### config.mk
export PLATFORM = sky130hd
export DESIGN_NAME = xsc_top
export DESIGN_NICKNAME = d
export VERILOG_FILES = /design/src/core/xsc_pkg.sv /design/src/core/xsc_flag_if.sv /design/src/core/xsc_clk_gate.sv /design/src/core/xsc_flag.sv /design/src/core/xsc_top.sv
export SDC_FILE = /design/constraint.sdc
export NUM_CORES = 1
export LEC_CHECK = 0
export ABC_AREA = 1
export BUFFER_PORTS_ARGS = -buffer_cell sky130_fd_sc_hd__clkbuf_2
export CAP_MARGIN = 20
export CORE_MARGIN = 4
export CORE_UTILIZATION = 40
export DETAILED_ROUTE_END_ITERATION = 8
export SLEW_MARGIN = 20
export SYNTH_ARGS = -nofsm -noshare
export SYNTH_HDL_FRONTEND = slang
export SYNTH_SLANG_ARGS = --single-unit
### constraint.sdc
create_clock -name clk -period 4.65 [get_ports clk]
set_input_delay 0.2325 -clock clk [delete_from_list [all_inputs] [get_ports clk]]
set_output_delay 0.2325 -clock clk [all_outputs]
set_load 0.005 [all_outputs]
### src/core/xsc_pkg.sv
// package: field layout, decode codes, reset value and timing of the
// transceiver state and control register
// assumes: a single 100 MHz core clock drives every user of it
package xsc_pkg;
  localparam int unsigned DATA_W        = 16;
  localparam logic [1:0]  BANK_SEL      = 2'h3;
  localparam logic [2:0]  SLOT_SEL      = 3'h2;
  localparam logic [15:0] RESET_VAL     = 16'h0000;
  localparam int unsigned B_FAST_SYNTH  = 15;
  localparam int unsigned B_CODEC_FRZ   = 14;
  localparam int unsigned B_VP_STOP     = 13;
  localparam int unsigned B_GAIN_SEL    = 12;
  localparam int unsigned B_BIAS_EN     = 11;
  localparam int unsigned B_TX_EN       = 10;
  localparam int unsigned B_ALT_PATTERN = 9;
  localparam int unsigned B_MODE_HI     = 8;
  localparam int unsigned B_MODE_LO     = 7;
  localparam int unsigned B_HOP_EN      = 6;
  localparam int unsigned B_SYNC_CLR    = 5;
  localparam int unsigned B_FRAME_CLR   = 4;
  localparam int unsigned B_SLEEP_ARM   = 3;
  localparam int unsigned B_MUX_HI      = 2;
  localparam int unsigned B_MUX_LO      = 1;
  localparam int unsigned B_SLEEP_CMD   = 0;
  localparam logic [1:0]  MODE_WINDOW   = 2'h1;
  localparam logic [1:0]  MODE_FULL     = 2'h2;
  localparam logic [1:0]  MUX_INVERT    = 2'h1;
  localparam logic [1:0]  MUX_FULL      = 2'h3;
  localparam int unsigned CLK_MHZ       = 100;
  localparam int unsigned WAKE_MIN_MS   = 10;
  localparam int unsigned WAKE_HOLD_CYC = WAKE_MIN_MS * 1000 * CLK_MHZ;
  localparam int unsigned WAKE_CNT_W    = 20;
  typedef enum logic [1:0] {
    XSC_AWAKE,
    XSC_ASLEEP,
    XSC_WOKEN
  } xsc_sleep_t;
endpackage

### src/core/xsc_flag_if.sv
// interface: set, clear and state of one sticky indicator flag
// assumes: set and clear are single-cycle pulses on the core clock
`timescale 1ns/1ns
`default_nettype none
interface xsc_flag_if;
  logic set;
  logic clr;
  logic flag;
  modport owner (input set, input clr, output flag);
  modport user  (output set, output clr, input flag);
endinterface
`default_nettype wire

### src/core/xsc_clk_gate.sv
// module: half-rate clock output that can be frozen high
// assumes: stop is a level from logic on the same clock
`timescale 1ns/1ns
`default_nettype none
module xsc_clk_gate (
  input  wire logic clk,
  input  wire logic rst_b,
  input  wire logic ce,
  input  wire logic stop,
  output logic      clk_out
);
  // freezes only once high, so no phase is ever cut short
  always_ff @(posedge clk or negedge rst_b) begin
    if (!rst_b) begin
      clk_out <= 1'b0;
    end else if (ce) begin
      if (!stop || !clk_out) begin
        clk_out <= ~clk_out;
      end
    end
  end
endmodule
`default_nettype wire

### src/core/xsc_flag.sv
// module: sticky indicator flag, set by hardware, cleared by software
// assumes: set and clear arrive from logic on the same clock
`timescale 1ns/1ns
`default_nettype none
module xsc_flag (
  input  wire logic   clk,
  input  wire logic   rst_b,
  input  wire logic   ce,
  xsc_flag_if.owner   f
);
  logic flag_q;

  // set wins over a clear in the same cycle
  always_ff @(posedge clk or negedge rst_b) begin
    if (!rst_b) begin
      flag_q <= 1'b0;
    end else if (ce) begin
      if (f.set) begin
        flag_q <= 1'b1;
      end else if (f.clr) begin
        flag_q <= 1'b0;
      end
    end
  end

  assign f.flag = flag_q;
endmodule
`default_nettype wire

### src/core/xsc_top.sv
// top: transceiver state and control register with its side effects
// assumes: core bus and event inputs share clk; wake_pin_in is async
`timescale 1ns/1ns
`default_nettype none

module xsc_top #(
  parameter int unsigned WAKE_HOLD_CYCLES = xsc_pkg::WAKE_HOLD_CYC
) (
  input  wire logic                      clk,
  input  wire logic                      rst_b,
  input  wire logic                      ce,
  input  wire logic [1:0]                ext_bank,
  input  wire logic [2:0]                ext_addr,
  input  wire logic                      ext_wr,
  input  wire logic                      ext_rd,
  input  wire logic [xsc_pkg::DATA_W-1:0] ext_wdata,
  output logic [xsc_pkg::DATA_W-1:0]      ext_rdata,
  input  wire logic                      wake_pin_in,
  input  wire logic                      sleep_timer_done,
  input  wire logic                      frame_start,
  input  wire logic                      sync_detected,
  input  wire logic                      bias_window,
  input  wire logic                      pa_on_timing,
  input  wire logic                      mod_power_timing,
  input  wire logic                      hop_pulse_in,
  output logic                           fast_synth_after_sleep,
  output logic                           codec_clock_out,
  output logic                           voice_proc_clock_out,
  output logic                           bit_sync_gain_select,
  output logic                           bias_update_enable,
  output logic                           tx_enable,
  output logic                           power_amp_on_pin,
  output logic                           modulator_power_on,
  output logic                           sync_alt_pattern,
  output logic                           search_window_en,
  output logic                           search_full_en,
  output logic                           hop_pulse_pin,
  output logic                           sync_found_flag,
  output logic                           new_frame_flag,
  output logic                           sleep_mode,
  output logic                           bit_inversion_en,
  output logic                           voice_proc_access_en
);
  import xsc_pkg::*;

  logic [DATA_W-1:0]     ctrl_q;
  logic                  hit;
  logic                  wr_hit;
  logic                  sync_clr_edge;
  logic                  frame_clr_edge;
  logic                  sleep_cmd_edge;
  logic                  bias_applied_q;
  logic                  wake_s1_q;
  logic                  wake_s2_q;
  logic                  wake_s3_q;
  logic                  wake_q;
  xsc_sleep_t            state_q;
  logic [WAKE_CNT_W-1:0] hold_cnt_q;
  logic                  hold_done;
  logic [1:0]            mode;
  logic [1:0]            mux;

  xsc_flag_if sync_if ();
  xsc_flag_if frame_if ();

  // the register answers only in bank 3, slot two
  assign hit    = (ext_bank == BANK_SEL) && (ext_addr == SLOT_SEL);
  assign wr_hit = hit && ext_wr;

  // edges seen against the stored copy within the write cycle
  assign sync_clr_edge  = wr_hit && ctrl_q[B_SYNC_CLR]
                          && !ext_wdata[B_SYNC_CLR];
  assign frame_clr_edge = wr_hit && ctrl_q[B_FRAME_CLR]
                          && !ext_wdata[B_FRAME_CLR];
  assign sleep_cmd_edge = wr_hit && !ctrl_q[B_SLEEP_CMD]
                          && ext_wdata[B_SLEEP_CMD];

  assign mode = ctrl_q[B_MODE_HI:B_MODE_LO];
  assign mux  = ctrl_q[B_MUX_HI:B_MUX_LO];

  // register storage; every bit reads back what was written
  always_ff @(posedge clk or negedge rst_b) begin
    if (!rst_b) begin
      ctrl_q <= RESET_VAL;
    end else if (ce && wr_hit) begin
      ctrl_q <= ext_wdata;
    end
  end

  // registered read port; other slots read as zero
  always_ff @(posedge clk or negedge rst_b) begin
    if (!rst_b) begin
      ext_rdata <= '0;
    end else if (ce) begin
      if (ext_rd && hit) begin
        ext_rdata <= ctrl_q;
      end else begin
        ext_rdata <= '0;
      end
    end
  end

  // a clear fires only on a 1 to 0 write, so the bit must be set again
  assign sync_if.set  = sync_detected;
  assign sync_if.clr  = sync_clr_edge;
  assign frame_if.set = frame_start;
  assign frame_if.clr = frame_clr_edge;

  xsc_flag u_sync_flag (
    .clk   (clk),
    .rst_b (rst_b),
    .ce    (ce),
    .f     (sync_if)
  );

  xsc_flag u_frame_flag (
    .clk   (clk),
    .rst_b (rst_b),
    .ce    (ce),
    .f     (frame_if)
  );

  always_ff @(posedge clk or negedge rst_b) begin
    if (!rst_b) begin
      sync_found_flag <= 1'b0;
    end else if (ce) begin
      sync_found_flag <= sync_if.flag;
    end
  end

  always_ff @(posedge clk or negedge rst_b) begin
    if (!rst_b) begin
      new_frame_flag <= 1'b0;
    end else if (ce) begin
      new_frame_flag <= frame_if.flag;
    end
  end

  // codec clock freezes only while asleep and only if asked
  xsc_clk_gate u_codec_clk (
    .clk     (clk),
    .rst_b   (rst_b),
    .ce      (ce),
    .stop    (ctrl_q[B_CODEC_FRZ] && sleep_mode),
    .clk_out (codec_clock_out)
  );

  xsc_clk_gate u_voice_clk (
    .clk     (clk),
    .rst_b   (rst_b),
    .ce      (ce),
    .stop    (ctrl_q[B_VP_STOP]),
    .clk_out (voice_proc_clock_out)
  );

  // synth acceleration and loop gain take effect at once
  always_ff @(posedge clk or negedge rst_b) begin
    if (!rst_b) begin
      fast_synth_after_sleep <= 1'b0;
    end else if (ce) begin
      fast_synth_after_sleep <= ctrl_q[B_FAST_SYNTH];
    end
  end

  always_ff @(posedge clk or negedge rst_b) begin
    if (!rst_b) begin
      bit_sync_gain_select <= 1'b0;
    end else if (ce) begin
      bit_sync_gain_select <= ctrl_q[B_GAIN_SEL];
    end
  end

  // bias enable is sampled only at frame start
  always_ff @(posedge clk or negedge rst_b) begin
    if (!rst_b) begin
      bias_applied_q <= 1'b0;
    end else if (ce && frame_start) begin
      bias_applied_q <= ctrl_q[B_BIAS_EN];
    end
  end

  // the held estimate stays valid outside; only updates stop
  always_ff @(posedge clk or negedge rst_b) begin
    if (!rst_b) begin
      bias_update_enable <= 1'b0;
    end else if (ce) begin
      bias_update_enable <= bias_applied_q && bias_window;
    end
  end

  // transmit gating of the amplifier pin and modulator power
  always_ff @(posedge clk or negedge rst_b) begin
    if (!rst_b) begin
      tx_enable <= 1'b0;
    end else if (ce) begin
      tx_enable <= ctrl_q[B_TX_EN];
    end
  end

  always_ff @(posedge clk or negedge rst_b) begin
    if (!rst_b) begin
      power_amp_on_pin   <= 1'b0;
      modulator_power_on <= 1'b0;
    end else if (ce) begin
      power_amp_on_pin   <= ctrl_q[B_TX_EN] && pa_on_timing;
      modulator_power_on <= ctrl_q[B_TX_EN] && mod_power_timing;
    end
  end

  // search controls; code 11 searches nothing
  always_ff @(posedge clk or negedge rst_b) begin
    if (!rst_b) begin
      sync_alt_pattern <= 1'b0;
    end else if (ce) begin
      sync_alt_pattern <= ctrl_q[B_ALT_PATTERN];
    end
  end

  always_ff @(posedge clk or negedge rst_b) begin
    if (!rst_b) begin
      search_window_en <= 1'b0;
      search_full_en   <= 1'b0;
    end else if (ce) begin
      search_window_en <= (mode == MODE_WINDOW);
      search_full_en   <= (mode == MODE_FULL);
    end
  end

  always_ff @(posedge clk or negedge rst_b) begin
    if (!rst_b) begin
      hop_pulse_pin <= 1'b0;
    end else if (ce) begin
      hop_pulse_pin <= ctrl_q[B_HOP_EN] && hop_pulse_in;
    end
  end

  // reserved mux code 10 behaves as plain mode
  always_ff @(posedge clk or negedge rst_b) begin
    if (!rst_b) begin
      bit_inversion_en     <= 1'b0;
      voice_proc_access_en <= 1'b0;
    end else if (ce) begin
      bit_inversion_en     <= (mux == MUX_INVERT) || (mux == MUX_FULL);
      voice_proc_access_en <= (mux == MUX_FULL);
    end
  end

  // wake pin synchroniser; level changes once stages two and three agree
  always_ff @(posedge clk or negedge rst_b) begin
    if (!rst_b) begin
      wake_s1_q <= 1'b0;
      wake_s2_q <= 1'b0;
      wake_s3_q <= 1'b0;
      wake_q    <= 1'b0;
    end else if (ce) begin
      wake_s1_q <= wake_pin_in;
      wake_s2_q <= wake_s1_q;
      wake_s3_q <= wake_s2_q;
      if (wake_s2_q == wake_s3_q) begin
        wake_q <= wake_s3_q;
      end
    end
  end

  // a wake event is held this long so software can disarm in time
  assign hold_done = (hold_cnt_q == WAKE_CNT_W'(WAKE_HOLD_CYCLES - 1));

  always_ff @(posedge clk or negedge rst_b) begin
    if (!rst_b) begin
      hold_cnt_q <= '0;
    end else if (ce) begin
      if (state_q != XSC_WOKEN) begin
        hold_cnt_q <= '0;
      end else if (!hold_done) begin
        hold_cnt_q <= hold_cnt_q + 1'b1;
      end
    end
  end

  // sleep sequencer
  always_ff @(posedge clk or negedge rst_b) begin
    if (!rst_b) begin
      state_q <= XSC_AWAKE;
    end else if (ce) begin
      case (state_q)
        XSC_AWAKE: begin
          if (sleep_cmd_edge && ctrl_q[B_SLEEP_ARM]) begin
            state_q <= XSC_ASLEEP;
          end
        end
        XSC_ASLEEP: begin
          if (sleep_timer_done) begin
            state_q <= XSC_AWAKE;
          end else if (wake_q) begin
            state_q <= XSC_WOKEN;
          end
        end
        XSC_WOKEN: begin
          // still armed when the pin drops: back to sleep
          if (hold_done && !wake_q) begin
            if (ctrl_q[B_SLEEP_ARM]) begin
              state_q <= XSC_ASLEEP;
            end else begin
              state_q <= XSC_AWAKE;
            end
          end
        end
        default: begin
          state_q <= XSC_AWAKE;
        end
      endcase
    end
  end

  always_ff @(posedge clk or negedge rst_b) begin
    if (!rst_b) begin
      sleep_mode <= 1'b0;
    end else if (ce) begin
      sleep_mode <= (state_q == XSC_ASLEEP);
    end
  end
endmodule
`default_nettype wire

; ---- Word level (Yosys, flattened, before mapping)
; Cells that the tools add are included.
[totals]
ff_bits = 78
in_bits = 34
out_inout_bits = 33
word_cells = 98
[op_classes]
n_addsub = 1
n_eq_ne = 15
n_mux = 13
n_bitwise = 2
reduce_logical = 39
[ops]
columns = op, count
row1 = 20-bit 2-to-1 mux, 2
row2 = 20-bit by 1-bit adder with 20-bit output (second input constant), 1
row3 = 20-bit == test (second input constant), 1
row4 = 1-bit logical AND, 18
row5 = 16-bit 2-to-1 mux, 1
row6 = 2-bit AND reduction, 6
row7 = 2-bit == test (second input constant), 4
row8 = 1-bit logical NOT, 8
row9 = 2-bit 2-to-1 mux, 4
row10 = 2-bit by 1-bit == test with 1-bit output (second input constant), 3
row11 = 2-bit != test (second input constant), 3
row12 = 2-bit one-hot mux with 3 select lines, 1
row13 = 1-bit 2-to-1 mux, 5
row14 = 4-bit AND reduction, 1
row15 = 2-bit nonzero test, 2
row16 = 3-bit by 2-bit == test with 1-bit output (second input constant), 1
row17 = 1-bit logical OR, 3
row18 = 3-bit != test (second input constant), 1
row19 = 2-bit logical NOT, 1
row20 = 2-bit by 1-bit != test with 1-bit output (second input constant), 1
row21 = 1-bit inverter, 2
row22 = 1-bit == test, 1

; ---- Depth between registers and ports, before layout
[depth]
depth_word = 8
ltp_mapped = 11
mapped_depth_nobuf = 10

; ---- Modules after synthesis
; From an unflattened synthesis, not the netlist that was laid out.
[unflattened]
hier_cells = 466
area_unflattened_um2 = 3657.3
[by_module_without_submodules]
columns = mod, n_inst, cells_per_inst, area_each_um2
row1 = xsc_top, 1, 442, 3482.1
row2 = xsc_clk_gate, 2, 7, 47.5
row3 = xsc_flag, 2, 5, 40.0

; ---- Worst setup path before layout
; Ideal clock, no wire load.
[synth_timing]
kind = register -> register
startpoint = reg hold_cnt_q[0]
endpoint = reg hold_cnt_q[5]
setup_ns = 0.118
arrival_time_ns = 1.440
required_ns = 4.532
slack_ns = 3.092
path_stages_with_launch = 10
period_less_slack_ns = 1.558
cell_sequence = dfrtp_1 > ha_1 > nand3_2 > nor2_4 > nand3_2 > nand2_2 > nand2_4 > buf_2 > nand3_1 > nand2_1
[synth_via]
elab_chain_len = 3
[synth_lines]
columns = item, line_no
row1 = start: declaration, xsc_top.sv:58  ; logic [WAKE_CNT_W-1:0] hold_cnt_q;
row2 = start signal: assignment, xsc_top.sv:275  ; hold_cnt_q <= hold_cnt_q + 1'b1;
row3 = 20-bit by 1-bit adder with 20-bit output or 20-bit == test (tied branches), "xsc_top.sv:275, xsc_top.sv:266"
row4 = 20-bit 2-to-1 mux or 2-bit by 1-bit != test with 1-bit output (tied branches), -
row5 = 20-bit 2-to-1 mux or 2-bit AND reduction (tied branches), -
; Several ways; a longest one is shown, not always the timed one. The select of a mux whose other input is x is not followed.
; A chain may end at the register's enable or synchronous reset.

; ---- Worst setup path in the final report
[layout_timing]
startpoint = reg hold_cnt_q[0]
endpoint = reg hold_cnt_q[17]
; Same word-level chain as after synthesis.

==> metrics.txt <==
initial core utilization=41.5%; critical path class=reg2reg; Placed Cells=615; clock skew after layout=10.8 ps; vias in the first global route=3060; Placement Rows=34; buffers and inverters on the worst path=1; total die area=10700 sq um; routability congestion estimate=0.874; required time worst endpoint=4940 ps; setup TNS=0 ps; Buffers on Ports=66; final worst slack=2690 ps; startpoint types=flop; Netlist Area Pre-Place=3630 sq um; most common cell in the synthesized netlist=nand2_1; RSZ-0062 raised after global routing=no; hold_sp=ext_wdata[10]; Crit path top cell by count=nand3_2; Worst Hold Depth=3; detailed-route wire length per cell=13.6 um; largest net degree at the start of global routing=79; CP top delay family=simple AND/OR/NAND/NOR gates; Seq/Total Area, Yosys=53.7%; critical path peak fanout=23; ranking of synthesized cells by area=dfrtp_1, nand2_1, nor2_1; Slew HR=52.2%; Synth area leader=dfrtp_1; status=finished, final reports clean; post-synthesis cell type count=30; Iter 0 DRT Violations=134; clock buffer count from CTS=9; cell count after synthesis=454; Slew @ Worst Pin=717 ps; Seq cells post-synth=78; TritonRoute pass-1 iters=4; CP cell instances=ha_1, nand3_2, nor2_4, nand3_2, nand2_2, nand2_4, clkinv_4, nand2_1, o21ai_2; CTS clock-pin slew for the worst setup and hold paths=100 ps; crit-path max cell delay=450 ps; Final Cycle Share=42.1%; clock sinks=78; WHS=70.1 ps; CTS tree=built; pre-CTS WS=2490 ps; Max Fclk=511 MHz; Tmin final=1960 ps; Clock Latency Late Sink=360 ps; CP endpoint kind=flop; DR DRC count=0; Vias=3099; setup slack, reg-to-reg=2690 ps; Via-to-Cell Ratio=4.90; fill count=852; Primary FF master, synth=dfrtp_1; Crit Reg-Reg Endpoint=hold_cnt_q[17]; number of antenna diodes=0; Slew Limit Fails=0; H-tree lvl count=3; DP Wirelength=6.02 mm; # resized after CTS=0; # nets final=554; CP arrival=2240 ps; worst hold path type=in2reg; Ports=67; share of cells above drive strength 1=19.1%; worst r2r src=hold_cnt_q[0]; gr ovfl total=0; pwr dens=358 nW/um^2; maximum clock insertion buffer count=2; global-route wire length before repair=14.8 mm; GRT Total Usage=17.7%; worst reg2reg path depth=9; Cell Count, Final, Fillers Out=632; Post-CTS Hold Buffers=0; Hold Vio Cnt, Final=0; Synth top area share=53.7%; max-cap check violation count=0; Post-synth EDFFs=0; Async SR Flop Fraction=100%; ANT nets after route=0; Layout area overhead=17.1%; VDD IR max=157 uV; postcts setup bufs=0; Die Wd=103 um; Worst Hold Endpoint=ctrl_q[10]; syn avg cell area=8.00 sq um; Die Ht=103 um; final wirelength=8.60 mm; Synth top cells by count=nand2_1, dfrtp_1, nor2_1; CTS Root Cell=clkbuf_8; Core Box Area=8760 sq um; syn nets=489; Yosys warnings=0; slowest CP cell=dfrtp_1; initial antenna violation count=0; Pleak=2.15 nW; setup violation total in the final timing report=0
-- flip-flops by register name (all words and copies together) (netlist names), 2 cells and up --
signal	count
ctrl_q	16
ext_rdata	16
hold_cnt_q	20
state_q	2
-- metal layers --
layer	routed length, um	share of wire [%]	GRT usage [%]	up-vias
met5	0	0	0	-
met4	119	1.4	6.67	0
met3	344	4.0	4.16	10
met2	3990	46	28.2	49
met1	4140	48	23.6	1480
li1	-	-	-	1560
-- worst max-delay path by stage --
stage | startpoint | to | slack (ps) | cells after the start
2_1_floorplan | hold_cnt_q[0] | hold_cnt_q[5] | 3090 | 9
3_3_place_gp | ce | ctrl_q[2] | 2580 | 4
3_5_place_dp | ce | ctrl_q[3] | 2490 | 4
4_1_cts | state_q[1] | hold_cnt_q[17] | 2670 | 8
5_1_grt | state_q[1] | hold_cnt_q[17] | 2490 | 8
6_report | hold_cnt_q[0] | hold_cnt_q[17] | 2690 | 9
-- cell type report --
class / instances / area [sq um] / share of cell area (%)
Sequential cell: 78 / 1950 / 45.9
Timing Repair Buffer: 68 / 354 / 8.32
Multi-Input combinational cell: 340 / 1520 / 35.8
Tap cell: 108 / 135 / 3.17
Inverter: 22 / 87.6 / 2.06
Clock buffer: 9 / 124 / 2.91
Clock inverter: 7 / 81.3 / 1.91
-- stage by stage --
stage | utilization, % | cell area [sq um] | total power [W]
6_report | 48.6 | 4260 | 0.00153
5_1_grt | 48.6 | 4260 | 0.00161
4_1_cts | 48.4 | 4240 | 0.00155
3_5_place_dp | 46.1 | 4040 | 0.00101
3_3_place_gp | 46.1 | 4040 | 0.00100
2_1_floorplan | - | 3630 | 0.000915
-- placed cells by master (no fill, tap or decap), types with 4 or more instances in the layout --
master and instances:
nor2_1 48, o31ai_1 4, a21oi_1 6, dfrtp_1 78, nand4_1 4, xor2_1 11, clkbuf_2 65, o21ai_2 5
nand2_1 196, o21ai_0 25, nand3_1 27, inv_1 18, clkbuf_8 9
-- kinds of logic after synthesis --
group	count (synthesis)	share of synthesized area, %
AND/OR/NAND/NOR	285	31.9
flip-flops	78	53.7
AO/OA/AOI/OAI	41	6.51
buffers and inverters	36	4.37
XOR/XNOR	12	2.89
multiplexers	1	0.310
adder cells (fa/ha/maj)	1	0.344
-- report_power, final --
| group | internal (W) | total (W) | switching [W] |
|---|---|---|---|
| combinational | 0.0000690 | 0.000205 | 0.000136 |
| sequential | 0.000737 | 0.000786 | 0.0000494 |
| clock | 0.000255 | 0.000534 | 0.000279 |
-- worst register-to-register path, cell delays in order (launching register included) --
cell	delay [ps]
dfrtp_1	450
ha_1	350
nand3_2	200
nor2_4	170
nand3_2	110
nand2_2	100
nand2_4	160
clkinv_4	210
nand2_1	90
o21ai_2	60
No activity file was read; power rests on OpenSTA's default activity.
